### config.mk
export PLATFORM = sky130hd
export DESIGN_NAME = pstc_ctrl
export DESIGN_NICKNAME = d
export VERILOG_FILES = /design/src/inc/pstc_pkg.sv /design/src/hdl/pstc_target_resolve.sv /design/src/hdl/pstc_ctrl.sv
export SDC_FILE = /design/constraint.sdc
export NUM_CORES = 1
export LEC_CHECK = 0
export BUFFER_PORTS_ARGS = -buffer_cell sky130_fd_sc_hd__buf_2
export CAP_MARGIN = 20
export CORE_MARGIN = 4
export CORE_UTILIZATION = 40
export CTS_BUF_LIST = sky130_fd_sc_hd__clkbuf_4
export DETAILED_ROUTE_END_ITERATION = 7
export GPL_ROUTABILITY_DRIVEN = 0
export PLACE_DENSITY = 0.62
export SYNTH_ARGS = -nofsm -noshare
export SYNTH_HDL_FRONTEND = slang
export SYNTH_SLANG_ARGS = --single-unit
### constraint.sdc
create_clock -name clk -period 3.1 [get_ports clk]
set_clock_uncertainty 0.05 [all_clocks]
set_input_delay 0 -clock clk [delete_from_list [all_inputs] [get_ports clk]]
set_output_delay 0 -clock clk [all_outputs]
set_load 0.02 [all_outputs]
### src/inc/pstc_pkg.sv
// Package of constants and types for the operating point transition controller
package pstc_pkg;

    // ******************************************************************
    // Widths and counts
    // ******************************************************************
    localparam int          NUM_CORES    = 4;       // Cores sharing one operating point
    localparam int          PSTATE_W     = 6;       // Frequency ratio width
    localparam int          VID_W        = 8;       // Voltage code width
    localparam int          CNT_W        = 8;       // Settle counter width
    localparam logic [5:0]  BOOST_BINS   = 6'h02;   // Thermal boost at most two bins
    localparam logic [5:0]  VEC_DROP     = 6'h02;   // Bins removed under heavy vector load
    localparam logic [5:0]  RESET_RATIO  = 6'h08;   // Ratio after reset
    localparam logic [7:0]  RESET_VID    = 8'h40;   // Voltage code after reset

    // ******************************************************************
    // Voltage table: base code plus per-bin slope plus per-core step
    // ******************************************************************
    localparam logic [7:0]  VID_BASE     = 8'h20;   // Code at ratio zero, no active cores
    localparam logic [7:0]  VID_PER_BIN  = 8'h02;   // Code per ratio bin
    localparam logic [7:0]  VID_PER_CORE = 8'h01;   // Extra code per added active core
    localparam logic [7:0]  VID_STEP     = 8'h01;   // Ramp step, one code per step

    // ******************************************************************
    // Timing, at 25 MHz
    // ******************************************************************
    localparam int          CLK_MHZ      = 25;      // Core clock rate
    localparam int          RAMP_STEP_NS = 200;     // Least time per voltage step
    localparam int          LOCK_NS      = 2000;    // Least PLL lock wait
    localparam logic [7:0]  RAMP_CYC     = 8'((RAMP_STEP_NS * CLK_MHZ + 999) / 1000);
    localparam logic [7:0]  LOCK_CYC     = 8'((LOCK_NS * CLK_MHZ + 999) / 1000);

    // ******************************************************************
    // Sequencer states
    // ******************************************************************
    typedef enum logic [3:0] {
        PSTC_IDLE = 4'h1,   // Steady at current point
        PSTC_VOLT = 4'h2,   // Ramping voltage
        PSTC_LOCK = 4'h4,   // PLL relocking
        PSTC_DONE = 4'h8    // Publish completion
    } pstc_state_type;

endpackage : pstc_pkg

### src/hdl/pstc_target_resolve.sv
// Combinational resolver of per-core requests into one target ratio and voltage
module pstc_target_resolve (
    input  wire logic [pstc_pkg::NUM_CORES*6-1:0] core_ratio,
    input  wire logic [pstc_pkg::NUM_CORES-1:0]   core_active,
    input  wire logic                             auto_mode,
    input  wire logic [5:0]                       auto_ratio,
    input  wire logic [5:0]                       min_ratio,
    input  wire logic [5:0]                       max_ratio,
    input  wire logic [5:0]                       turbo_ratio,
    input  wire logic                             thermal_ok,
    input  wire logic                             vec_heavy,
    output logic      [5:0]                       tgt_ratio,
    output logic      [7:0]                       tgt_vid
);

    // ******************************************************************
    // Per-core maximum over active cores
    // ******************************************************************
    logic [5:0] run_max [pstc_pkg::NUM_CORES+1];    // Running maximum chain
    logic [7:0] run_cnt [pstc_pkg::NUM_CORES+1];    // Running active count
    assign run_max[0] = 6'h00;
    assign run_cnt[0] = 8'h00;

    genvar g;
    generate
        for (g = 0; g < pstc_pkg::NUM_CORES; g++) begin : g_core
            // Highest request among active cores wins
            assign run_max[g+1] = (core_active[g] && core_ratio[g*6 +: 6] > run_max[g]) ?
                                  core_ratio[g*6 +: 6] : run_max[g];
            assign run_cnt[g+1] = run_cnt[g] + {7'h00, core_active[g]};
        end
    endgenerate

    // ******************************************************************
    // Policy, boost, limits and voltage choice
    // ******************************************************************
    always_comb begin
        logic [6:0] lim;     // Ceiling with boost
        logic [6:0] r;       // Working ratio
        lim = {1'b0, turbo_ratio};
        r   = {1'b0, run_max[pstc_pkg::NUM_CORES]};
        // Hardware policy picks its own point within software bounds
        if (auto_mode) begin
            r   = {1'b0, auto_ratio};
            lim = {1'b0, max_ratio};
            if (!thermal_ok && r > {1'b0, min_ratio}) begin
                r = {1'b0, min_ratio};                          // Thermal limit
            end
            if (r < {1'b0, min_ratio}) begin
                r = {1'b0, min_ratio};
            end
        end
        // Up to two bins above turbo when cool, outside autonomous mode
        if (thermal_ok && !auto_mode) begin
            lim = {1'b0, turbo_ratio} + {1'b0, pstc_pkg::BOOST_BINS};
        end
        // Heavy vector current pulls frequency down
        if (vec_heavy) begin
            lim = (lim > {1'b0, pstc_pkg::VEC_DROP}) ? lim - {1'b0, pstc_pkg::VEC_DROP} : 7'h00;
        end
        if (r > lim) begin
            r = lim;
        end
        if (r > 7'h3f) begin
            r = 7'h3f;
        end
        tgt_ratio = r[5:0];
        // Voltage from target ratio and number of active cores
        tgt_vid   = pstc_pkg::VID_BASE + 8'(pstc_pkg::VID_PER_BIN * {2'h0, r[5:0]})
                    + 8'(pstc_pkg::VID_PER_CORE * run_cnt[pstc_pkg::NUM_CORES]);
    end

endmodule // pstc_target_resolve

### src/hdl/pstc_ctrl.sv
// Operating point transition sequencer: voltage ramp then PLL lock
// Functional notes
// Several points; software picks via request registers
// Voltage from target ratio and active cores
// Voltage settles before PLL relocks
// Shared point: highest active core request wins
// Requests accepted in any cycle
// Requests during transition wait until completion
// Voltage ramps stepwise at limited rate
// Cool die: up to two bins boost; the code boosts only outside autonomous mode
// Autonomous mode: hardware picks the point
// Autonomous choice respects bounds and thermals
// Heavy vector current lowers frequency
// Only latest pending request is kept
module pstc_ctrl (
    input  wire logic                             clk,
    input  wire logic                             rst,
    input  wire logic [pstc_pkg::NUM_CORES*6-1:0] core_ratio,
    input  wire logic [pstc_pkg::NUM_CORES-1:0]   core_active,
    input  wire logic                             req_strobe,
    input  wire logic                             auto_mode,
    input  wire logic [5:0]                       auto_ratio,
    input  wire logic [5:0]                       min_ratio,
    input  wire logic [5:0]                       max_ratio,
    input  wire logic [5:0]                       turbo_ratio,
    input  wire logic                             thermal_ok,
    input  wire logic                             vec_heavy,
    input  wire logic                             pll_locked,
    output logic      [7:0]                       vid_out,
    output logic      [5:0]                       pll_ratio,
    output logic                                  pll_relock,
    output logic                                  busy,
    output logic                                  pending,
    output logic                                  done_pulse,
    output logic                                  thermal_bin_boost
);

    // ******************************************************************
    // Operation overview
    // ******************************************************************
    // A request starts a transition only from the steady state.
    // The target is resolved from the inputs in the start cycle.
    // The voltage walks one code per ramp interval to its goal.
    // Only a settled voltage lets the PLL ratio change.
    // The PLL then gets a least lock wait plus its lock flag.
    // Completion is one pulse; a held request restarts at once.
    // Requests seen mid-transition collapse into one held flag.
    // Hazard: a PLL that never locks keeps the block busy.
    // Trade: no abort path, so an old target always finishes.
    // Timing at the clock rate:
    //   start edge         -> busy high, ramp counter loaded
    //   each ramp interval -> at most one voltage code step
    //   settled voltage    -> ratio moves, relock pulse
    //   least lock wait    -> then lock flag is honoured
    //   lock seen          -> completion pulse, busy low
    // Limitation: the target is not revisited mid-walk, so
    // a changed core mask only takes effect at the next start.

    // ******************************************************************
    // Declarations
    // ******************************************************************
    // Resolver results, valid every cycle
    logic [5:0]                 tgt_ratio;          // Resolved ratio
    logic [7:0]                 tgt_vid;            // Resolved voltage
    // Sequencer state, one-hot
    pstc_pkg::pstc_state_type   state_reg, state_next;      // Sequencer state
    // Voltage side of the operating point
    logic [7:0]                 vid_reg, vid_next;          // Present voltage code
    logic [7:0]                 goal_vid_reg, goal_vid_next;    // Voltage goal of transition
    // Frequency side of the operating point
    logic [5:0]                 ratio_reg, ratio_next;      // Present PLL ratio
    logic [5:0]                 goal_ratio_reg, goal_ratio_next;    // Ratio goal of transition
    // Shared interval counter for ramp and lock waits
    logic [7:0]                 cnt_reg, cnt_next;          // Settle counter
    // Status and strobes seen outside
    logic                       busy_reg, busy_next;        // Transition in progress
    logic                       pend_reg, pend_next;        // Deferred request flag
    logic                       relock_reg, relock_next;    // PLL relock request
    logic                       done_reg, done_next;        // Completion pulse
    logic                       boost_reg, boost_next;      // Boost active flag

    // ******************************************************************
    // Target resolution
    // ******************************************************************
    // Purely combinational; its outputs matter only in a start cycle
    pstc_target_resolve u_resolve (
        .core_ratio  (core_ratio),
        .core_active (core_active),
        .auto_mode   (auto_mode),
        .auto_ratio  (auto_ratio),
        .min_ratio   (min_ratio),
        .max_ratio   (max_ratio),
        .turbo_ratio (turbo_ratio),
        .thermal_ok  (thermal_ok),
        .vec_heavy   (vec_heavy),
        .tgt_ratio   (tgt_ratio),
        .tgt_vid     (tgt_vid)
    );

    // ******************************************************************
    // Next-state logic
    // ******************************************************************
    always_comb begin
        state_next      = state_reg;
        vid_next        = vid_reg;
        goal_vid_next   = goal_vid_reg;
        ratio_next      = ratio_reg;
        goal_ratio_next = goal_ratio_reg;
        cnt_next        = cnt_reg;
        pend_next       = pend_reg;
        relock_next     = 1'b0;
        done_next       = 1'b0;
        // Boost flag follows the published ratio
        boost_next      = ratio_reg > turbo_ratio;
        case (state_reg)
            // Steady state, waiting for work
            pstc_pkg::PSTC_IDLE: begin
                // Start on a new request, or one held from before
                // A held request also uses the present inputs
                if (req_strobe || pend_reg) begin
                    pend_next       = 1'b0;
                    goal_ratio_next = tgt_ratio;    // Target sampled now
                    goal_vid_next   = tgt_vid;
                    cnt_next        = pstc_pkg::RAMP_CYC;
                    state_next      = pstc_pkg::PSTC_VOLT;
                end
            end
            // Voltage walk toward the goal code
            pstc_pkg::PSTC_VOLT: begin
                // One code step per ramp interval
                if (cnt_reg > 8'h01) begin
                    // Still inside the present ramp interval
                    cnt_next = cnt_reg - 8'h01;
                end else if (vid_reg < goal_vid_reg) begin
                    // Goal above: one step up, interval restarts
                    vid_next = vid_reg + pstc_pkg::VID_STEP;
                    cnt_next = pstc_pkg::RAMP_CYC;
                end else if (vid_reg > goal_vid_reg) begin
                    // Goal below: one step down, interval restarts
                    vid_next = vid_reg - pstc_pkg::VID_STEP;
                    cnt_next = pstc_pkg::RAMP_CYC;
                end else begin
                    // Voltage settled, only now retarget PLL
                    ratio_next  = goal_ratio_reg;
                    relock_next = 1'b1;
                    cnt_next    = pstc_pkg::LOCK_CYC;
                    state_next  = pstc_pkg::PSTC_LOCK;
                end
            end
            // PLL relocking onto the new ratio
            pstc_pkg::PSTC_LOCK: begin
                // Least lock wait, then wait for lock indication
                if (cnt_reg > 8'h00) begin
                    // Lock flag ignored until the least wait is over
                    cnt_next = cnt_reg - 8'h01;
                end else if (pll_locked) begin
                    // Locked: new point reached
                    state_next = pstc_pkg::PSTC_DONE;
                end
            end
            // One cycle to publish completion
            pstc_pkg::PSTC_DONE: begin
                done_next  = 1'b1;
                state_next = pstc_pkg::PSTC_IDLE;
            end
            // Stray code: fall back to the steady state
            default: begin
                state_next = pstc_pkg::PSTC_IDLE;
            end
        endcase
        // Requests during a transition deferred; newest wins at restart
        // A strobe in the steady state starts at once instead
        if (req_strobe && state_reg != pstc_pkg::PSTC_IDLE) begin
            pend_next = 1'b1;
        end
        // Busy leaves the same flop stage as the state itself
        busy_next = (state_next != pstc_pkg::PSTC_IDLE);
    end

    // ******************************************************************
    // State registers
    // ******************************************************************
    always_ff @(posedge clk or posedge rst) begin
        if (rst) begin
            // Start point after reset, no work held
            state_reg      <= pstc_pkg::PSTC_IDLE;
            vid_reg        <= pstc_pkg::RESET_VID;
            goal_vid_reg   <= pstc_pkg::RESET_VID;
            ratio_reg      <= pstc_pkg::RESET_RATIO;
            goal_ratio_reg <= pstc_pkg::RESET_RATIO;
            cnt_reg        <= 8'h00;
            busy_reg       <= 1'b0;
            pend_reg       <= 1'b0;
            relock_reg     <= 1'b0;
            done_reg       <= 1'b0;
            boost_reg      <= 1'b0;
        end else begin
            // Every register takes its next value
            state_reg      <= state_next;
            vid_reg        <= vid_next;
            goal_vid_reg   <= goal_vid_next;
            ratio_reg      <= ratio_next;
            goal_ratio_reg <= goal_ratio_next;
            cnt_reg        <= cnt_next;
            busy_reg       <= busy_next;
            pend_reg       <= pend_next;
            relock_reg     <= relock_next;
            done_reg       <= done_next;
            boost_reg      <= boost_next;
        end
    end

    // ******************************************************************
    // Outputs straight from flip-flops
    // ******************************************************************
    // All status is registered so the far side sees clean levels
    assign vid_out           = vid_reg;
    assign pll_ratio         = ratio_reg;
    assign pll_relock        = relock_reg;
    assign busy              = busy_reg;
    assign pending           = pend_reg;
    assign done_pulse        = done_reg;
    assign thermal_bin_boost = boost_reg;

endmodule // pstc_ctrl

==> metrics.txt <==
# TYPE chip_impl_metric gauge
chip_impl_metric{name="p_int",unit="uW"} 1350
chip_impl_metric{name="groute.usage.overall",unit=""} 0.189
chip_impl_metric{name="remaining_drc_errors",unit=""} 0
chip_impl_metric{name="core_area",unit="sq mm"} 0.0109
chip_impl_metric{name="routed_via_density",unit=""} 5.28
chip_impl_info{name="timing.setup.critical_path_class",value="input pin to register"} 1
chip_impl_metric{name="power_frac_clock",unit=""} 0.141
chip_impl_metric{name="drt_antenna_net_count",unit=""} 0
chip_impl_metric{name="synth_cell_type_count",unit=""} 70
chip_impl_metric{name="cts.path.max_buffers",unit=""} 2
chip_impl_metric{name="final.period_utilization",unit=""} 1.82
chip_impl_metric{name="cts_sinks",unit=""} 45
chip_impl_metric{name="crit_path_setup_slack_layout",unit="ns"} -2.55
chip_impl_metric{name="num-fill-cells",unit=""} 939
chip_impl_metric{name="dp_worst_setup_slack",unit="ns"} -3.10
chip_impl_metric{name="worst-path-max-fanout",unit=""} 5
chip_impl_metric{name="netlist_area",unit="sq mm"} 0.00453
chip_impl_info{name="ctsRootBufferMaster",value="sky130_fd_sc_hd__clkbuf_4"} 1
chip_impl_metric{name="fin_worst_hold_slack",unit="ns"} 0.0877
chip_impl_metric{name="number_of_antenna_violations_at_the_first_check_in_global_routing",unit=""} 0
chip_impl_info{name="crit_path_end_kind",value="register"} 1
chip_impl_metric{name="layout-drive-gt1-share",unit=""} 0.452
chip_impl_metric{name="drt-total-wl",unit="um"} 12600
chip_impl_metric{name="ys_seq_area_frac",unit=""} 0.250
chip_impl_metric{name="number_of_enable_flip_flop_cells_after_synthesis",unit=""} 0
chip_impl_info{name="status",value="complete, but fails checks"} 1
chip_impl_metric{name="postSynthRegisterBits",unit=""} 45
chip_impl_metric{name="cts-htree-levels",unit=""} 2
chip_impl_metric{name="power.switching",unit="uW"} 772
chip_impl_metric{name="diodes",unit=""} 0
chip_impl_info{name="cts_tree",value="done"} 1
chip_impl_metric{name="timing.critical_path.depth",unit=""} 32
chip_impl_info{name="cell_taking_the_most_area_after_synthesis",value="sky130_fd_sc_hd__dfrtp_1"} 1
chip_impl_info{name="hp-class",value="input pin to async pin"} 1
chip_impl_metric{name="crit_arrival",unit="ns"} 5.89
chip_impl_metric{name="die_h",unit="um"} 114
chip_impl_metric{name="io_pins",unit=""} 78
chip_impl_metric{name="insertion_delay",unit="ns"} 0.37
chip_impl_metric{name="die_area",unit="sq mm"} 0.0131
chip_impl_info{name="crit_path_top_delay_cell",value="sky130_fd_sc_hd__o21ai_0"} 1
chip_impl_info{name="worst_r2r_endpoint",value="vid_out[7]$_DFFE_PP0P_"} 1
chip_impl_metric{name="initial_utilization",unit=""} 0.414
chip_impl_metric{name="pwr-share-seq",unit=""} 0.277
chip_impl_metric{name="async_reset_ff_frac",unit=""} 1.00
chip_impl_metric{name="mappedNetlistNets",unit=""} 642
chip_impl_metric{name="x_dimension_of_the_die",unit="um"} 114
chip_impl_metric{name="power_density_relative_to_cell_area",unit="mW/mm^2"} 316
chip_impl_metric{name="global_route_wire_length_before_repair",unit="um"} 20800
chip_impl_metric{name="hpwl",unit="um"} 10100
chip_impl_info{name="synth_commonest_cells",value="sky130_fd_sc_hd__ha_1, sky130_fd_sc_hd__nand2_1, sky130_fd_sc_hd__inv_1, sky130_fd_sc_hd__dfrtp_1, sky130_fd_sc_hd__o21ai_0"} 1
chip_impl_metric{name="area_share_of_the_largest_cell_type_after_synthesis",unit=""} 0.221
chip_impl_metric{name="grt_remaining_overflow",unit=""} 0
chip_impl_metric{name="clk_transition_reported_paths",unit="ns"} 0.14
chip_impl_metric{name="drtPass1Iterations",unit=""} 4
chip_impl_info{name="path_delay_family",value="compound AO/OA/AOI/OAI gates"} 1
chip_impl_metric{name="max_slew.worst_pin.slew",unit="ns"} 0.608
chip_impl_info{name="crit_path_end",value="goal_vid_reg[6]$_DFFE_PP1P_"} 1
chip_impl_metric{name="vdd_drop_max",unit="V"} 0.000191
chip_impl_info{name="synthMostInstantiatedCell",value="sky130_fd_sc_hd__ha_1"} 1
chip_impl_info{name="synth_area_leaders",value="sky130_fd_sc_hd__dfrtp_1, sky130_fd_sc_hd__ha_1, sky130_fd_sc_hd__mux2_2"} 1
chip_impl_metric{name="drt_iter0_drc",unit=""} 181
chip_impl_metric{name="finish.net_count",unit=""} 862
chip_impl_metric{name="static-leakage-power",unit="uW"} 0.00333
chip_impl_metric{name="setup-tns-final",unit="ns"} -30.35
chip_impl_metric{name="synthesized_area_per_cell",unit="sq um"} 8.74
chip_impl_metric{name="relSlewSlack",unit=""} 0.594
chip_impl_metric{name="maxClockFrequency",unit="GHz"} 0.177
chip_impl_metric{name="setup_violations",unit=""} 13
chip_impl_metric{name="grt_start_max_net_pins",unit=""} 24
chip_impl_info{name="crit_path_start_kind",value="input pin"} 1
chip_impl_metric{name="cp.buffers_inverters",unit=""} 4
chip_impl_info{name="violations_in_the_final_reports",value="negative setup slack"} 1
chip_impl_info{name="crit_start",value="core_ratio[4]"} 1
chip_impl_metric{name="final_cells",unit=""} 879
chip_impl_metric{name="reg2reg_setup_slack",unit="ns"} 0.15
chip_impl_metric{name="cpPeakStageDelay",unit="ns"} 0.33
chip_impl_metric{name="min_period",unit="ns"} 5.65
chip_impl_metric{name="power.share.combinational",unit=""} 0.582
chip_impl_metric{name="io_buffers",unit=""} 77
chip_impl_metric{name="final_hold_viol_count",unit=""} 0
chip_impl_info{name="critical_path.most_common_cell",value="sky130_fd_sc_hd__ha_1"} 1
chip_impl_info{name="r2r_start",value="goal_vid_reg[6]$_DFFE_PP1P_"} 1
chip_impl_metric{name="area.growth.synth_to_final",unit="%"} 48.3
chip_impl_metric{name="syn_inst",unit=""} 518
chip_impl_metric{name="worstPathRequired",unit="ns"} 3.34
chip_impl_metric{name="number_of_buffers_added_by_the_clock_tree_synthesis_step",unit=""} 5
chip_impl_metric{name="dp_cells",unit=""} 844
chip_impl_metric{name="drv.max_cap_violation_count",unit=""} 0
chip_impl_metric{name="final_max_slew_violation_count",unit=""} 0
chip_impl_info{name="rsz0062_at_grt",value="true"} 1
chip_impl_info{name="ys.flop_type",value="sky130_fd_sc_hd__dfrtp_1"} 1
chip_impl_metric{name="worst_r2r_path_depth",unit=""} 15
chip_impl_metric{name="routed-via-count",unit=""} 4638
chip_impl_metric{name="switching_share",unit=""} 0.364
chip_impl_metric{name="wl_per_cell",unit="um"} 14.4
chip_impl_metric{name="synth.yosys.warnings",unit=""} 0
chip_impl_metric{name="num_rows",unit=""} 38
chip_impl_metric{name="first_global_vias",unit=""} 4758
## layout by cell type (no fill, tap or decap), types with 7 or more instances in the layout
| master | n |
|---|---|
| sky130_fd_sc_hd__a21o_1 | 13 |
| sky130_fd_sc_hd__xnor2_1 | 15 |
| sky130_fd_sc_hd__nand2_1 | 49 |
| sky130_fd_sc_hd__nand3_1 | 8 |
| sky130_fd_sc_hd__o21ai_0 | 23 |
| sky130_fd_sc_hd__nor3_1 | 8 |
| sky130_fd_sc_hd__a21oi_2 | 8 |
| sky130_fd_sc_hd__nor2_1 | 16 |
| sky130_fd_sc_hd__inv_1 | 40 |
| sky130_fd_sc_hd__a211oi_1 | 8 |
| sky130_fd_sc_hd__nor2b_1 | 9 |
| sky130_fd_sc_hd__dfrtp_1 | 38 |
| sky130_fd_sc_hd__nand4_1 | 10 |
| sky130_fd_sc_hd__a21oi_1 | 17 |
| sky130_fd_sc_hd__buf_2 | 77 |
| sky130_fd_sc_hd__ha_4 | 14 |
| sky130_fd_sc_hd__ha_1 | 48 |
| sky130_fd_sc_hd__mux2_2 | 18 |
| sky130_fd_sc_hd__o21ai_2 | 7 |
| sky130_fd_sc_hd__o21ai_1 | 10 |
| sky130_fd_sc_hd__buf_4 | 139 |
| sky130_fd_sc_hd__o21a_1 | 8 |
## worst min-delay path, stage by stage
cell	delay, ns
sky130_fd_sc_hd__dlygate4sd3_1	0.53
sky130_fd_sc_hd__buf_2	0.12
sky130_fd_sc_hd__inv_1	0.29
## final cells by class
cell class | count | area, sq um | share of cell area
clock buffers | 5 | 37.5 | 0.00559
clock inverters | 3 | 25.0 | 0.00373
inverters | 44 | 165 | 0.0246
multi-input cells | 418 | 3650 | 0.543
flip-flops and latches | 45 | 1130 | 0.169
well taps | 140 | 175 | 0.0261
repair buffers | 224 | 1530 | 0.228
## power groups by stage
stage,Clock (uW),Combinational (uW),Sequential (uW)
finish,299,1230,588
detailed placement,0,991,598
CTS,306,1070,588
floorplan,0,615,599
global route,331,1340,588
global placement,0,969,598
## logic make-up after synthesis
kind of cell | count (synthesis) | share of synthesized area
AOI/OAI and AO/OA | 149 | 0.227
xor gates and xnor gates | 21 | 0.0406
adders and majority gates | 65 | 0.185
buffers and inverters | 55 | 0.0475
DFF | 45 | 0.250
muxes | 31 | 0.0779
and+or+nand+nor | 152 | 0.172
## timing repair
action                                  in CTS  in global routing
gates cloned                                 1                  0
gates resized for setup                     24                 38
pin swaps                                   18                 20
hold buffers                                 3                  0
hold endpoints to repair                    45                  0
endpoints found under the setup margin      14                 15
buffers inserted                            10                 13
## per-stage QoR
step	power (uW)	utilization	cell area [sq um]
final	2120	0.614	6710
after floorplan	1210	-	4770
after global routing	2260	0.614	6710
after detailed placement	1590	0.562	6150
after CTS	1960	0.588	6430
after global placement	1570	0.562	6150
## routing by layer
metal	wire length [um]	global-route usage	vias up
li1	-	-	2342
met2	6530	0.350	85
met4	179	0.0396	0
met3	430	0.0233	23
met1	5500	0.234	2188
met5	0	0	-
## how the worst min path moves through the flow
| stage | depth (start not counted) | slack (ns) | end |
|---|---|---|---|
| 2_1_floorplan | 2 | 0.09 | state_reg[3]$_DFF_PP0_ |
| 3_3_place_gp | 2 | -0.07 | thermal_bin_boost$_DFF_PP0_ |
| 3_5_place_dp | 2 | -0.06 | thermal_bin_boost$_DFF_PP0_ |
| 4_1_cts | 3 | 0.09 | thermal_bin_boost$_DFF_PP0_ |
| 5_1_grt | 3 | 0.10 | pll_ratio[4]$_DFFE_PP0P_ |
| 6_report | 3 | 0.09 | thermal_bin_boost$_DFF_PP0_ |
(Power assumes the default switching activity.)
